===== config.mk =====
export PLATFORM = sky130hd
export DESIGN_NAME = frec_core
export DESIGN_NICKNAME = d
export VERILOG_FILES = /design/src/pkg/frec_pkg.sv /design/src/frec_core.sv
export VERILOG_INCLUDE_DIRS = /design/src /design/src/pkg
export SDC_FILE = /design/constraint.sdc
export NUM_CORES = 1
export LEC_CHECK = 0
export BUFFER_PORTS_ARGS = -buffer_cell sky130_fd_sc_hd__buf_2
export CORE_ASPECT_RATIO = 0.5
export CORE_MARGIN = 5
export CORE_UTILIZATION = 44
export CTS_CLUSTER_SIZE = 16
export DETAILED_ROUTE_END_ITERATION = 12
export PLACE_DENSITY = 0.92
export SYNTH_ARGS = -nofsm -noshare
export SYNTH_HDL_FRONTEND = slang
export SYNTH_SLANG_ARGS = --single-unit

===== constraint.sdc =====
create_clock -name core_clk -period 3.1 [get_ports core_clk]
set_clock_uncertainty 0.1 [all_clocks]
set_input_delay 0.155 -clock core_clk [delete_from_list [all_inputs] [get_ports core_clk]]
set_output_delay 0.155 -clock core_clk [all_outputs]
set_load 0.02 [all_outputs]

===== src/pkg/frec_defs.svh =====
// Purpose: bit positions and reset values of the rounding/exception block
// Assumes: scalar control/status words 16 bits, simd csr 32 bits
// Notes: flag/mask order from bit 0: inv, den, dz, ovf, unf, prec
`ifndef FREC_DEFS_SVH
`define FREC_DEFS_SVH

// ==========================================================
// exception bit order
`define FREC_EXC_INV 0
`define FREC_EXC_DEN 1
`define FREC_EXC_DZ 2
`define FREC_EXC_OVF 3
`define FREC_EXC_UNF 4
`define FREC_EXC_PREC 5

// ==========================================================
// field positions
`define FREC_SC_FLAG_LO 0
`define FREC_SC_MASK_LO 0
`define FREC_SC_RC_LO 10
`define FREC_SIMD_FLAG_LO 0
`define FREC_SIMD_MASK_LO 7
`define FREC_SIMD_RC_LO 13

// ==========================================================
// reset values: all classes masked, round to nearest
`define FREC_SC_CTRL_RST 16'h003F
`define FREC_SC_STAT_RST 16'h0000
`define FREC_SIMD_CSR_RST 32'h0000_1F80

`endif


===== src/pkg/frec_pkg.sv =====
// Purpose: types of the rounding/exception block
// Assumes: one-hot state codes
// Notes: none
package frec_pkg;

  // ==========================================================
  // rounding mode encoding
  typedef enum logic [1:0] {
    RND_NEAR_EVEN = 2'h0,
    RND_DOWN = 2'h1,
    RND_UP = 2'h2,
    RND_ZERO = 2'h3
  } frec_rnd_t;

  // ==========================================================
  // result the datapath must deliver
  typedef enum logic [1:0] {
    RES_NONE = 2'h0,
    RES_COMPUTED = 2'h1,
    RES_QNAN_INDEF = 2'h2,
    RES_SIGNED_INF = 2'h3
  } frec_res_t;

  // ==========================================================
  // sequencer states
  typedef enum logic [1:0] {
    ST_IDLE = 2'b01,
    ST_POST = 2'b10
  } frec_state_t;

endpackage : frec_pkg


===== src/frec_core.sv =====
// Purpose: rounding selection, sticky exception flags, masked/trap response
// Assumes: datapath raises pre-checks with op_start, post-checks later
// Notes: one operation in flight; op_start ignored while busy
`timescale 1ns/10ps
`include "frec_defs.svh"

// Notes on behaviour
// RULE_01 - rounding mode comes from a two-bit field in a control register
// RULE_02 - scalar control word keeps its rounding field in bits 10 and 11
// RULE_03 - simd control/status register keeps its rounding field in bits 13-14
// RULE_04 - each rounding field steers only its own unit's operations
// RULE_05 - truncating conversions always round toward zero
// RULE_06 - encoding: 00 nearest-even default, 01 down, 10 up, 11 zero
// RULE_07 - six exception classes are detected
// RULE_08 - invalid, divide-by-zero, denormal before arithmetic; others after
// RULE_09 - each class owns flag and mask; flag set before response chosen
// RULE_10 - masked exception gives default result and execution continues
// RULE_11 - unmasked exception raises a trap to the handler
// RULE_12 - flags are sticky until software clears them
// RULE_13 - scalar flags in status bits 0-5, masks in control bits 0-5
// RULE_14 - simd flags in bits 0-5, masks in bits 7-12
// RULE_15 - each flag/mask set serves only its own unit
// RULE_16 - masked responses let one instruction set several flags
// RULE_17 - masked invalid sets flag and writes quiet NaN indefinite
// RULE_18 - unmasked invalid sets flag, traps, leaves operands unmodified
// RULE_19 - masked denormal sets flag and proceeds normally
// RULE_20 - masked divide-by-zero returns infinity signed by operand xor
// RULE_21 - inexact rounded result sets the precision flag
// RULE_22 - bit order: invalid, denormal, dz, overflow, underflow, precision
module frec_core (
  // clock and reset
  input wire logic core_clk,
  input wire logic resetn,
  // software access to the scalar words
  input wire logic sc_ctrl_we,
  input wire logic [15:0] sc_ctrl_wdata,
  input wire logic [5:0] sc_flag_clr,
  // software access to the simd control/status register
  input wire logic simd_we,
  input wire logic [31:0] simd_wdata,
  // operation start with pre-computation checks
  input wire logic op_start,
  input wire logic op_simd,
  input wire logic op_trunc,
  input wire logic pre_inv,
  input wire logic pre_den,
  input wire logic pre_dz,
  input wire logic sign_a,
  input wire logic sign_b,
  // post-computation checks
  input wire logic post_valid,
  input wire logic post_ovf,
  input wire logic post_tiny,
  input wire logic post_inexact,
  // register contents
  output logic [15:0] sc_ctrl_word,
  output logic [15:0] sc_status_word,
  output logic [31:0] simd_control_status_reg,
  // response to the datapath
  output logic [1:0] rounding_mode_field,
  output logic busy,
  output logic op_done,
  output logic trap,
  output logic dest_we,
  output logic [1:0] res_kind,
  output logic res_sign
);

  // ==========================================================
  // state
  logic [15:0] sc_ctrl_r;
  logic [15:0] sc_stat_r;
  logic [31:0] simd_csr_r;
  logic [1:0] rnd_r;
  frec_pkg::frec_state_t state_r;
  logic op_simd_r;
  logic done_r;
  logic trap_r;
  logic we_r;
  logic [1:0] res_r;
  logic sign_r;

  logic [5:0] sc_mask;
  logic [5:0] simd_mask;
  logic [5:0] act_mask;
  logic [1:0] sc_rc;
  logic [1:0] simd_rc;
  logic start_ok;
  logic post_ok;
  logic [5:0] pre_set;
  logic [5:0] post_set;
  logic [5:0] exc_set;
  logic pre_trap;
  logic post_trap;
  logic unf_hit;

  assign sc_mask = sc_ctrl_r[`FREC_SC_MASK_LO +: 6]; // RULE_13
  assign simd_mask = simd_csr_r[`FREC_SIMD_MASK_LO +: 6]; // RULE_14
  assign sc_rc = sc_ctrl_r[`FREC_SC_RC_LO +: 2]; // RULE_02
  assign simd_rc = simd_csr_r[`FREC_SIMD_RC_LO +: 2]; // RULE_03
  assign start_ok = op_start && (state_r == frec_pkg::ST_IDLE);
  assign post_ok = post_valid && (state_r == frec_pkg::ST_POST);

  // ==========================================================
  // exception detection
  always_comb begin
    act_mask = op_simd ? simd_mask : sc_mask; // RULE_15
    if (state_r == frec_pkg::ST_POST) begin
      act_mask = op_simd_r ? simd_mask : sc_mask;
    end
    pre_set = 6'h00;
    // pre-computation classes, seen with op_start
    pre_set[`FREC_EXC_INV] = start_ok && pre_inv; // RULE_08
    pre_set[`FREC_EXC_DEN] = start_ok && pre_den; // RULE_08
    pre_set[`FREC_EXC_DZ] = start_ok && pre_dz; // RULE_08
    // masked underflow only reported when also inexact
    unf_hit = post_tiny;
    if (act_mask[`FREC_EXC_UNF]) begin
      unf_hit = post_tiny && post_inexact;
    end
    post_set = 6'h00;
    post_set[`FREC_EXC_OVF] = post_ok && post_ovf; // RULE_08
    post_set[`FREC_EXC_UNF] = post_ok && unf_hit; // RULE_08
    post_set[`FREC_EXC_PREC] = post_ok && post_inexact; // RULE_21
    exc_set = pre_set | post_set; // RULE_07 RULE_22
    pre_trap = |(pre_set & ~act_mask); // RULE_11
    post_trap = |(post_set & ~act_mask); // RULE_11
  end

  // ==========================================================
  // scalar control word
  always_ff @(posedge core_clk) begin
    if (!resetn) begin
      sc_ctrl_r <= `FREC_SC_CTRL_RST;
    end else if (sc_ctrl_we) begin
      sc_ctrl_r <= 16'h0000;
      sc_ctrl_r[`FREC_SC_MASK_LO +: 6] <=
        sc_ctrl_wdata[`FREC_SC_MASK_LO +: 6];
      sc_ctrl_r[`FREC_SC_RC_LO +: 2] <= sc_ctrl_wdata[`FREC_SC_RC_LO +: 2];
    end
  end

  // ==========================================================
  // scalar status word, sticky flags; a new event beats the clear
  always_ff @(posedge core_clk) begin
    if (!resetn) begin
      sc_stat_r <= `FREC_SC_STAT_RST;
    end else begin
      sc_stat_r[`FREC_SC_FLAG_LO +: 6] <=
        (sc_stat_r[`FREC_SC_FLAG_LO +: 6] & ~sc_flag_clr) |
        ((start_ok && !op_simd) || (post_ok && !op_simd_r) ?
          exc_set : 6'h00); // RULE_09 RULE_12 RULE_15
    end
  end

  // ==========================================================
  // simd control/status register
  always_ff @(posedge core_clk) begin
    if (!resetn) begin
      simd_csr_r <= `FREC_SIMD_CSR_RST;
    end else begin
      if (simd_we) begin
        simd_csr_r <= 32'h0000_0000;
        simd_csr_r[`FREC_SIMD_MASK_LO +: 6] <=
          simd_wdata[`FREC_SIMD_MASK_LO +: 6];
        simd_csr_r[`FREC_SIMD_RC_LO +: 2] <=
          simd_wdata[`FREC_SIMD_RC_LO +: 2];
      end
      simd_csr_r[`FREC_SIMD_FLAG_LO +: 6] <=
        (simd_we ? simd_wdata[`FREC_SIMD_FLAG_LO +: 6] :
          simd_csr_r[`FREC_SIMD_FLAG_LO +: 6]) |
        ((start_ok && op_simd) || (post_ok && op_simd_r) ?
          exc_set : 6'h00); // RULE_09 RULE_12 RULE_15
    end
  end

  // ==========================================================
  // rounding mode handed to the datapath, held for the operation
  always_ff @(posedge core_clk) begin
    if (!resetn) begin
      rnd_r <= frec_pkg::RND_NEAR_EVEN; // RULE_06
    end else if (start_ok) begin
      if (op_trunc) begin
        rnd_r <= frec_pkg::RND_ZERO; // RULE_05
      end else begin
        rnd_r <= op_simd ? simd_rc : sc_rc; // RULE_01 RULE_04
      end
    end
  end

  // ==========================================================
  // sequencer
  always_ff @(posedge core_clk) begin
    if (!resetn) begin
      state_r <= frec_pkg::ST_IDLE;
      op_simd_r <= 1'b0;
    end else begin
      case (state_r)
        frec_pkg::ST_IDLE: begin
          if (start_ok) begin
            op_simd_r <= op_simd;
            // masked denormal carries on into the arithmetic
            if (!pre_trap && !pre_inv && !pre_dz) begin
              state_r <= frec_pkg::ST_POST; // RULE_16 RULE_19
            end
          end
        end
        frec_pkg::ST_POST: begin
          if (post_ok) begin
            state_r <= frec_pkg::ST_IDLE;
          end
        end
        default: begin
          state_r <= frec_pkg::ST_IDLE;
        end
      endcase
    end
  end

  // ==========================================================
  // response: trap or default/computed result
  always_ff @(posedge core_clk) begin
    if (!resetn) begin
      done_r <= 1'b0;
      trap_r <= 1'b0;
      we_r <= 1'b0;
      res_r <= frec_pkg::RES_NONE;
      sign_r <= 1'b0;
    end else begin
      done_r <= 1'b0;
      trap_r <= 1'b0;
      we_r <= 1'b0;
      if (start_ok && pre_trap) begin
        // any unmasked pre-check lands here, ahead of masked responses
        // operands untouched: no destination write
        done_r <= 1'b1;
        trap_r <= 1'b1; // RULE_11 RULE_18
        res_r <= frec_pkg::RES_NONE;
        sign_r <= 1'b0;
      end else if (start_ok && pre_inv) begin
        done_r <= 1'b1;
        we_r <= 1'b1; // RULE_10
        res_r <= frec_pkg::RES_QNAN_INDEF; // RULE_17
        sign_r <= 1'b0;
      end else if (start_ok && pre_dz) begin
        done_r <= 1'b1;
        we_r <= 1'b1; // RULE_10
        res_r <= frec_pkg::RES_SIGNED_INF; // RULE_20
        sign_r <= sign_a ^ sign_b; // RULE_20
      end else if (post_ok) begin
        done_r <= 1'b1;
        trap_r <= post_trap; // RULE_11
        we_r <= !post_trap; // RULE_10
        res_r <= post_trap ? frec_pkg::RES_NONE : frec_pkg::RES_COMPUTED;
        sign_r <= 1'b0;
      end
    end
  end

  // ==========================================================
  // outputs
  assign sc_ctrl_word = sc_ctrl_r;
  assign sc_status_word = sc_stat_r;
  assign simd_control_status_reg = simd_csr_r;
  assign rounding_mode_field = rnd_r;
  // one-hot code: the post bit is the flop itself, no decode
  assign busy = state_r[1];
  assign op_done = done_r;
  assign trap = trap_r;
  assign dest_we = we_r;
  assign res_kind = res_r;
  assign res_sign = sign_r;
endmodule : frec_core


### Word-level counts from Yosys, hierarchy flattened

Index checks and enable logic that the tools add are counted.

| word-level totals | value |
|---|---|
| word-level logic and storage cells | 90 |
| register bits after elaboration | 39 |
| input port bits | 70 |
| output and inout port bits | 73 |

| cells by class | value |
|---|---|
| bitwise operators | 10 |
| multiplexer cells | 30 |
| eq/ne operators | 5 |
| reductions and logical operators | 32 |

Operators by type and width:

| operator | count |
|---|---|
| $mux 6 | 6 |
| $logic_and 1x1->1 | 16 |
| $mux 2 | 8 |
| $mux 1 | 15 |
| $and 6x6->6 | 2 |
| $not 6->6 | 2 |
| $or 6x6->6 | 2 |
| $reduce_or 6->1 | 2 |
| $and 3x6->6 | 1 |
| $logic_not 1->1 | 6 |
| $or 3x6->6 | 1 |
| $ne 2x2->1 const B | 2 |
| $pmux 2 s2 | 1 |
| $reduce_and 3->1 | 1 |
| $reduce_bool 3->1 | 1 |
| $reduce_or 3->1 | 1 |
| $eq 2x1->1 const B | 1 |
| $eq 2x2->1 const B | 1 |
| $logic_or 1x1->1 | 2 |
| $ne 2x1->1 const B | 1 |
| $reduce_and 2->1 | 1 |
| $reduce_bool 2->1 | 1 |
| $reduce_or 2->1 | 1 |
| $not 1->1 | 1 |
| $xor 1x1->1 | 1 |

### Longest topological paths before layout

| depth | value |
|---|---|
| depth after elaboration | 11 |
| mapped depth | 6 |
| mapped depth without buffers | 5 |

### Worst setup path after synthesis

No wires, ideal clock.

| timing | value |
|---|---|
| path kind | register to register |
| start point | reg state_r[1] |
| end point | reg sc_stat_r[2] (netlist: sc_status_word[2]) |
| clock period less this slack | 1.604 ns |
| stages on the path, launching flop included | 7 |
| arrival | 1.439 ns |
| path slack | 1.496 ns |
| setup time | 0.065 ns |
| cells stage by stage | dfxtp_1 -> nand2b_4 -> or2_2 -> clkbuf_1 -> o22a_1 -> a2bb2oi_1 -> nor2_1 |

| between the ends | value |
|---|---|
| cells in the longest elaborated chain, start to end | 6 |
| elaborated cells between the ends (all ways) | 11 |
| classes of those cells | 2 x eq/ne; 1 x mux; 2 x bitwise; 6 x reduce/logical |

Ends and longest elaborated chain:

| what | RTL line | text |
|---|---|---|
| start: declaration | frec_core.sv:75 | `frec_pkg::frec_state_t state_r;` |
| start signal: assignment | frec_core.sv:195 | `state_r <= frec_pkg::ST_IDLE;` |
| start signal: assignment | frec_core.sv:204 | `state_r <= frec_pkg::ST_POST;` |
| start signal: assignment | frec_core.sv:210 | `state_r <= frec_pkg::ST_IDLE;` |
| $eq 2x1->1 or $eq 2x2->1 (tied branches) | frec_core.sv:101, frec_core.sv:102 |  |
| $logic_and 1x1->1, on equally long branches | frec_core.sv:101, frec_core.sv:102 |  |
| $logic_and 1x1->1, on equally long branches | frec_core.sv:115, frec_core.sv:151 |  |
| $or 3x6->6 or $logic_or 1x1->1 (tied branches) | frec_core.sv:125, frec_core.sv:151 |  |
| $mux 6 (*) | frec_core.sv:151 | `((start_ok && !op_simd) \|\| (post_ok && !op_simd_r) ?` |
| $or 6x6->6 (*) | frec_core.sv:150 | `` (sc_stat_r[`FREC_SC_FLAG_LO +: 6] & ~sc_flag_clr) \| `` |
| end signal: assignment | frec_core.sv:147 | `` sc_stat_r <= `FREC_SC_STAT_RST; `` |
| end signal: indexed assignment | frec_core.sv:149 | `` sc_stat_r[`FREC_SC_FLAG_LO +: 6] <= `` |
| end: declaration | frec_core.sv:72 | `logic [15:0] sc_stat_r;` |

Mark *: on every way between the ends. The rest lies on a longest branch, timed or not.
A chain may end at the register's enable or synchronous reset.

### Worst setup path after layout

| timing | value |
|---|---|
| start point | reg state_r[0] |
| end point | reg res_r[0] (netlist: res_kind[0]) |

| between the ends | value |
|---|---|
| cells in the longest elaborated chain, start to end | 9 |
| elaborated cells between the ends (all ways) | 23 |
| classes of those cells | 2 x eq/ne; 5 x mux; 3 x bitwise; 13 x reduce/logical |

Ends and longest elaborated chain:

| what | RTL line | text |
|---|---|---|
| $eq 2x2->1 | frec_core.sv:102, frec_core.sv:108 |  |
| $mux 6 | frec_core.sv:108 | `if (state_r == frec_pkg::ST_POST) begin` |
| $mux 1 | frec_core.sv:118 | `` if (act_mask[`FREC_EXC_UNF]) begin `` |
| $logic_and 1x1->1 | frec_core.sv:123 | `` post_set[`FREC_EXC_UNF] = post_ok && unf_hit; `` |
| $and 6x6->6 | frec_core.sv:127 | `post_trap = \|(post_set & ~act_mask);` |
| $reduce_or 6->1 | frec_core.sv:127 |  |
| $mux 1 | frec_core.sv:254 | `res_r <= post_trap ? frec_pkg::RES_NONE : frec_pkg::RES_COMPUTED;` |
| $mux 2 | frec_core.sv:250 | `end else if (post_ok) begin` |
| $mux 2 | frec_core.sv:245 | `end else if (start_ok && pre_dz) begin` |
| end signal: assignment | frec_core.sv:243 | `res_r <= frec_pkg::RES_QNAN_INDEF;` |
| end signal: assignment | frec_core.sv:248 | `res_r <= frec_pkg::RES_SIGNED_INF;` |
| end signal: assignment | frec_core.sv:254 |  |
| end: declaration | frec_core.sv:80 | `logic [1:0] res_r;` |

Several ways; a longest one is shown, not always the timed one. The select of a mux whose other input is x is not followed.

==> qor.yml <==
route:
  vias: 1859
  wl_per_cell_um: 14.9
  drtPass1Iterations: 4
  vias_per_cell: 5.05
  drt-initial-drc-count: 125
  drc_errors: 0
  wirelength_mm: 5.47
  postRouteAntennaNets: 0
worst_hold_path:
  hold_class: "in -> reg"
placed_design:
  postPlaceCellArea_um2: 2270
  place_hpwl_mm: 4.04
  port_buffers: 80
  gp_congestion: 0.826
finish:
  largest_register_ff_count: 14
  diodes: 0
  fin_nets: 380
  drive_gt1_frac: 0.302
  stdcell_area_um2: 2450
  area_delta_synth_final_pct: 24.1
  n_fill_cell: 370
synth:
  synth_cell_types: 38
  synth-seq-cells: 39
  netlist.area_leader.share: 0.395
  syn_avg_cell_area_um2: 8.74
  async_reset_ff_frac: 0
  yosysSeqAreaShare: 0.395
  netlist_instances: 226
  synth_area_um2: 1970
  synth_edf_count: 0
  ys_top_cells_by_area: "dfxtp_1 40%, buf_4 14%, mux2i_1 11%"
  synth_warnings: 0
  synth_flop_cell: "dfxtp_1"
  yosys.area.top_type: "dfxtp_1"
clocking:
  clockBufferDepth: 2
  cts_root_buf: "clkbuf_8"
  cts_resized: 0
  clkLatencyLatePin_ns: 0.29
  cts_tree: "yes"
  clock-sinks: 39
  htreeDepth: 2
  cts_buffers: 5
  path_clk_slew_ns: 0.07
power_and_ir_drop:
  p_switching_uw: 346
  p_int_uw: 818
  combPwrFrac: 0.212
  power_leakage_uw: 0.00127
  power_density_nw_per_um2: 475
  total_power_uw: 1160
  swShare: 0.297
  max-vdd-ir-drop_v: 0.000178
  clkPwrFrac: 0.318
  p_seq_frac: 0.470
timing:
  period_share: 0.566
  fmax_mhz: 570
  tns_ns: 0
  relSlewSlack: 0.554
  drv_slew: 0
  rsz0062_at_grt: "no"
  setup_violations: 0
  fin_crit_ns: 1.75
  hold_violations: 0
  tightestPinTransition_ns: 0.669
global_routing:
  grt-ovfl-total: 0
  antenna_found_initial: 0
  grt_max_degree: 23
  grt_pass1_vias: 1818
  grt_use_total: 0.178
  grt_first_pass_wirelength_mm: 8.59
setup_path:
  arrival_ns: 1.89
  worstSetupEndpointType: "flip-flop"
  critPathKind: "reg -> reg"
  startpoint_type: "flip-flop"
  critPathRequiredTime_ns: 3.24
  critPathMaxFanout: 10
  r2r_setup_slack_ns: 1.35
die:
  ios: 143
  start_util: 0.453
  die_area_um2: 6010
  die_y_um: 57.4
  coreArea_um2: 4360
  std_cell_rows: 17
  die_width_um: 105
run:
  cap_violations: 0
status:
  status: "completed"
==> cell usage in the layout (no fill, tap or decap), types with 2 or more instances in the layout <==
cell and n:
buf_2 80, dfxtp_1 39, conb_1 36, nand2_1 21, mux2i_1 21, nor2_1 17, inv_1 14, a21oi_1 9
nand3_1 8, dlygate4sd3_1 8, clkbuf_8 7, o22ai_1 6, o211ai_1 4, a22oi_1 3, nor2b_1 3, o21ai_0 3
a32oi_1 3, a211o_1 2, nand2b_1 2, or2_2 2, a2111oi_0 2, a31oi_1 2, nand3b_1 2, a2bb2oi_1 2
==> synthesized netlist by cell type (all sizes together) (3+ instances only) <==
cell type and count:
nand2b 3, nand2 21, a22oi 3, nor2 17, mux2i 22, buf 39, a21oi 9, nand3 8
inv 14, a32oi 3, nor2b 3, dfxtp 39, o22ai 6, o211ai 4, o21ai 3, clkbuf 8
==> area by class of cell <==
cell class              count  area, µm²  share of cell area
clock buffers               8        100              0.0408
multi-input cells         161        958               0.391
inverters                  14       52.6              0.0214
repair buffers             89        488               0.199
flip-flops and latches     39        781               0.319
well taps                  57       71.3              0.0291
==> worst max-delay path: stages (launching register included) <==
cell	delay [ns]
dfxtp_1	0.34
nand2b_4	0.16
mux2i_4	0.40
mux2i_1	0.30
a22oi_1	0.14
o21ba_2	0.27
==> metrics by stage <==
step	instances	hold slack [ns]	utilization	worst slack, ns
floorplan	261	0.183	-	1.50
detailed placement	352	0.274	0.521	1.38
global route	368	0.0111	0.562	1.26
global placement	352	0.268	0.521	1.47
CTS	368	0.00645	0.562	1.37
finish	368	0.00311	0.562	1.35
==> per-layer routing <==
metal,track usage,vias up,part of all wire
li1,-,868,-
met1,0.198,853,0.37
met2,0.309,118,0.50
met3,0.0565,20,0.10
met4,0.0929,0,0.031
met5,0,-,0
==> cells by family (layout without fill, tap and decap cells) <==
kind of cell	Yosys count	in the layout	synth area share
buffers and inverters	61	111	0.186
AND/OR/NAND/NOR	59	59	0.140
AO/OA/AOI/OAI	43	43	0.155
flip-flops	39	39	0.395
multiplexers	22	22	0.118
other	1	36	0.00190
XOR/XNOR	1	1	0.00444
==> final timing paths <==
kind                          start          endpoint  cells past startpoint
setup / recovery         state_r[0]       res_kind[0]                      5
hold / removal    sc_ctrl_wdata[11]  sc_ctrl_word[11]                      3
hold reg to reg            res_sign          res_sign                      2
setup reg to reg         state_r[0]       res_kind[0]                      5
==> power groups by stage <==
stage | clock [µW] | combinational, µW | sequential [µW]
after floorplan | 0 | 158 | 589
after global placement | 0 | 227 | 557
after detailed placement | 0 | 233 | 559
after CTS | 375 | 242 | 547
after global routing | 403 | 265 | 551
final | 371 | 246 | 548
==> timing repair <==
| action | in CTS | in global routing |
|---|---|---|
| hold endpoints to repair | 8 | 0 |
| setup buffers | 0 | 0 |
| hold buffers | 8 | 0 |
| endpoints found under the setup margin | 0 | 0 |
Note: power is estimated with default switching activity, not from simulation.
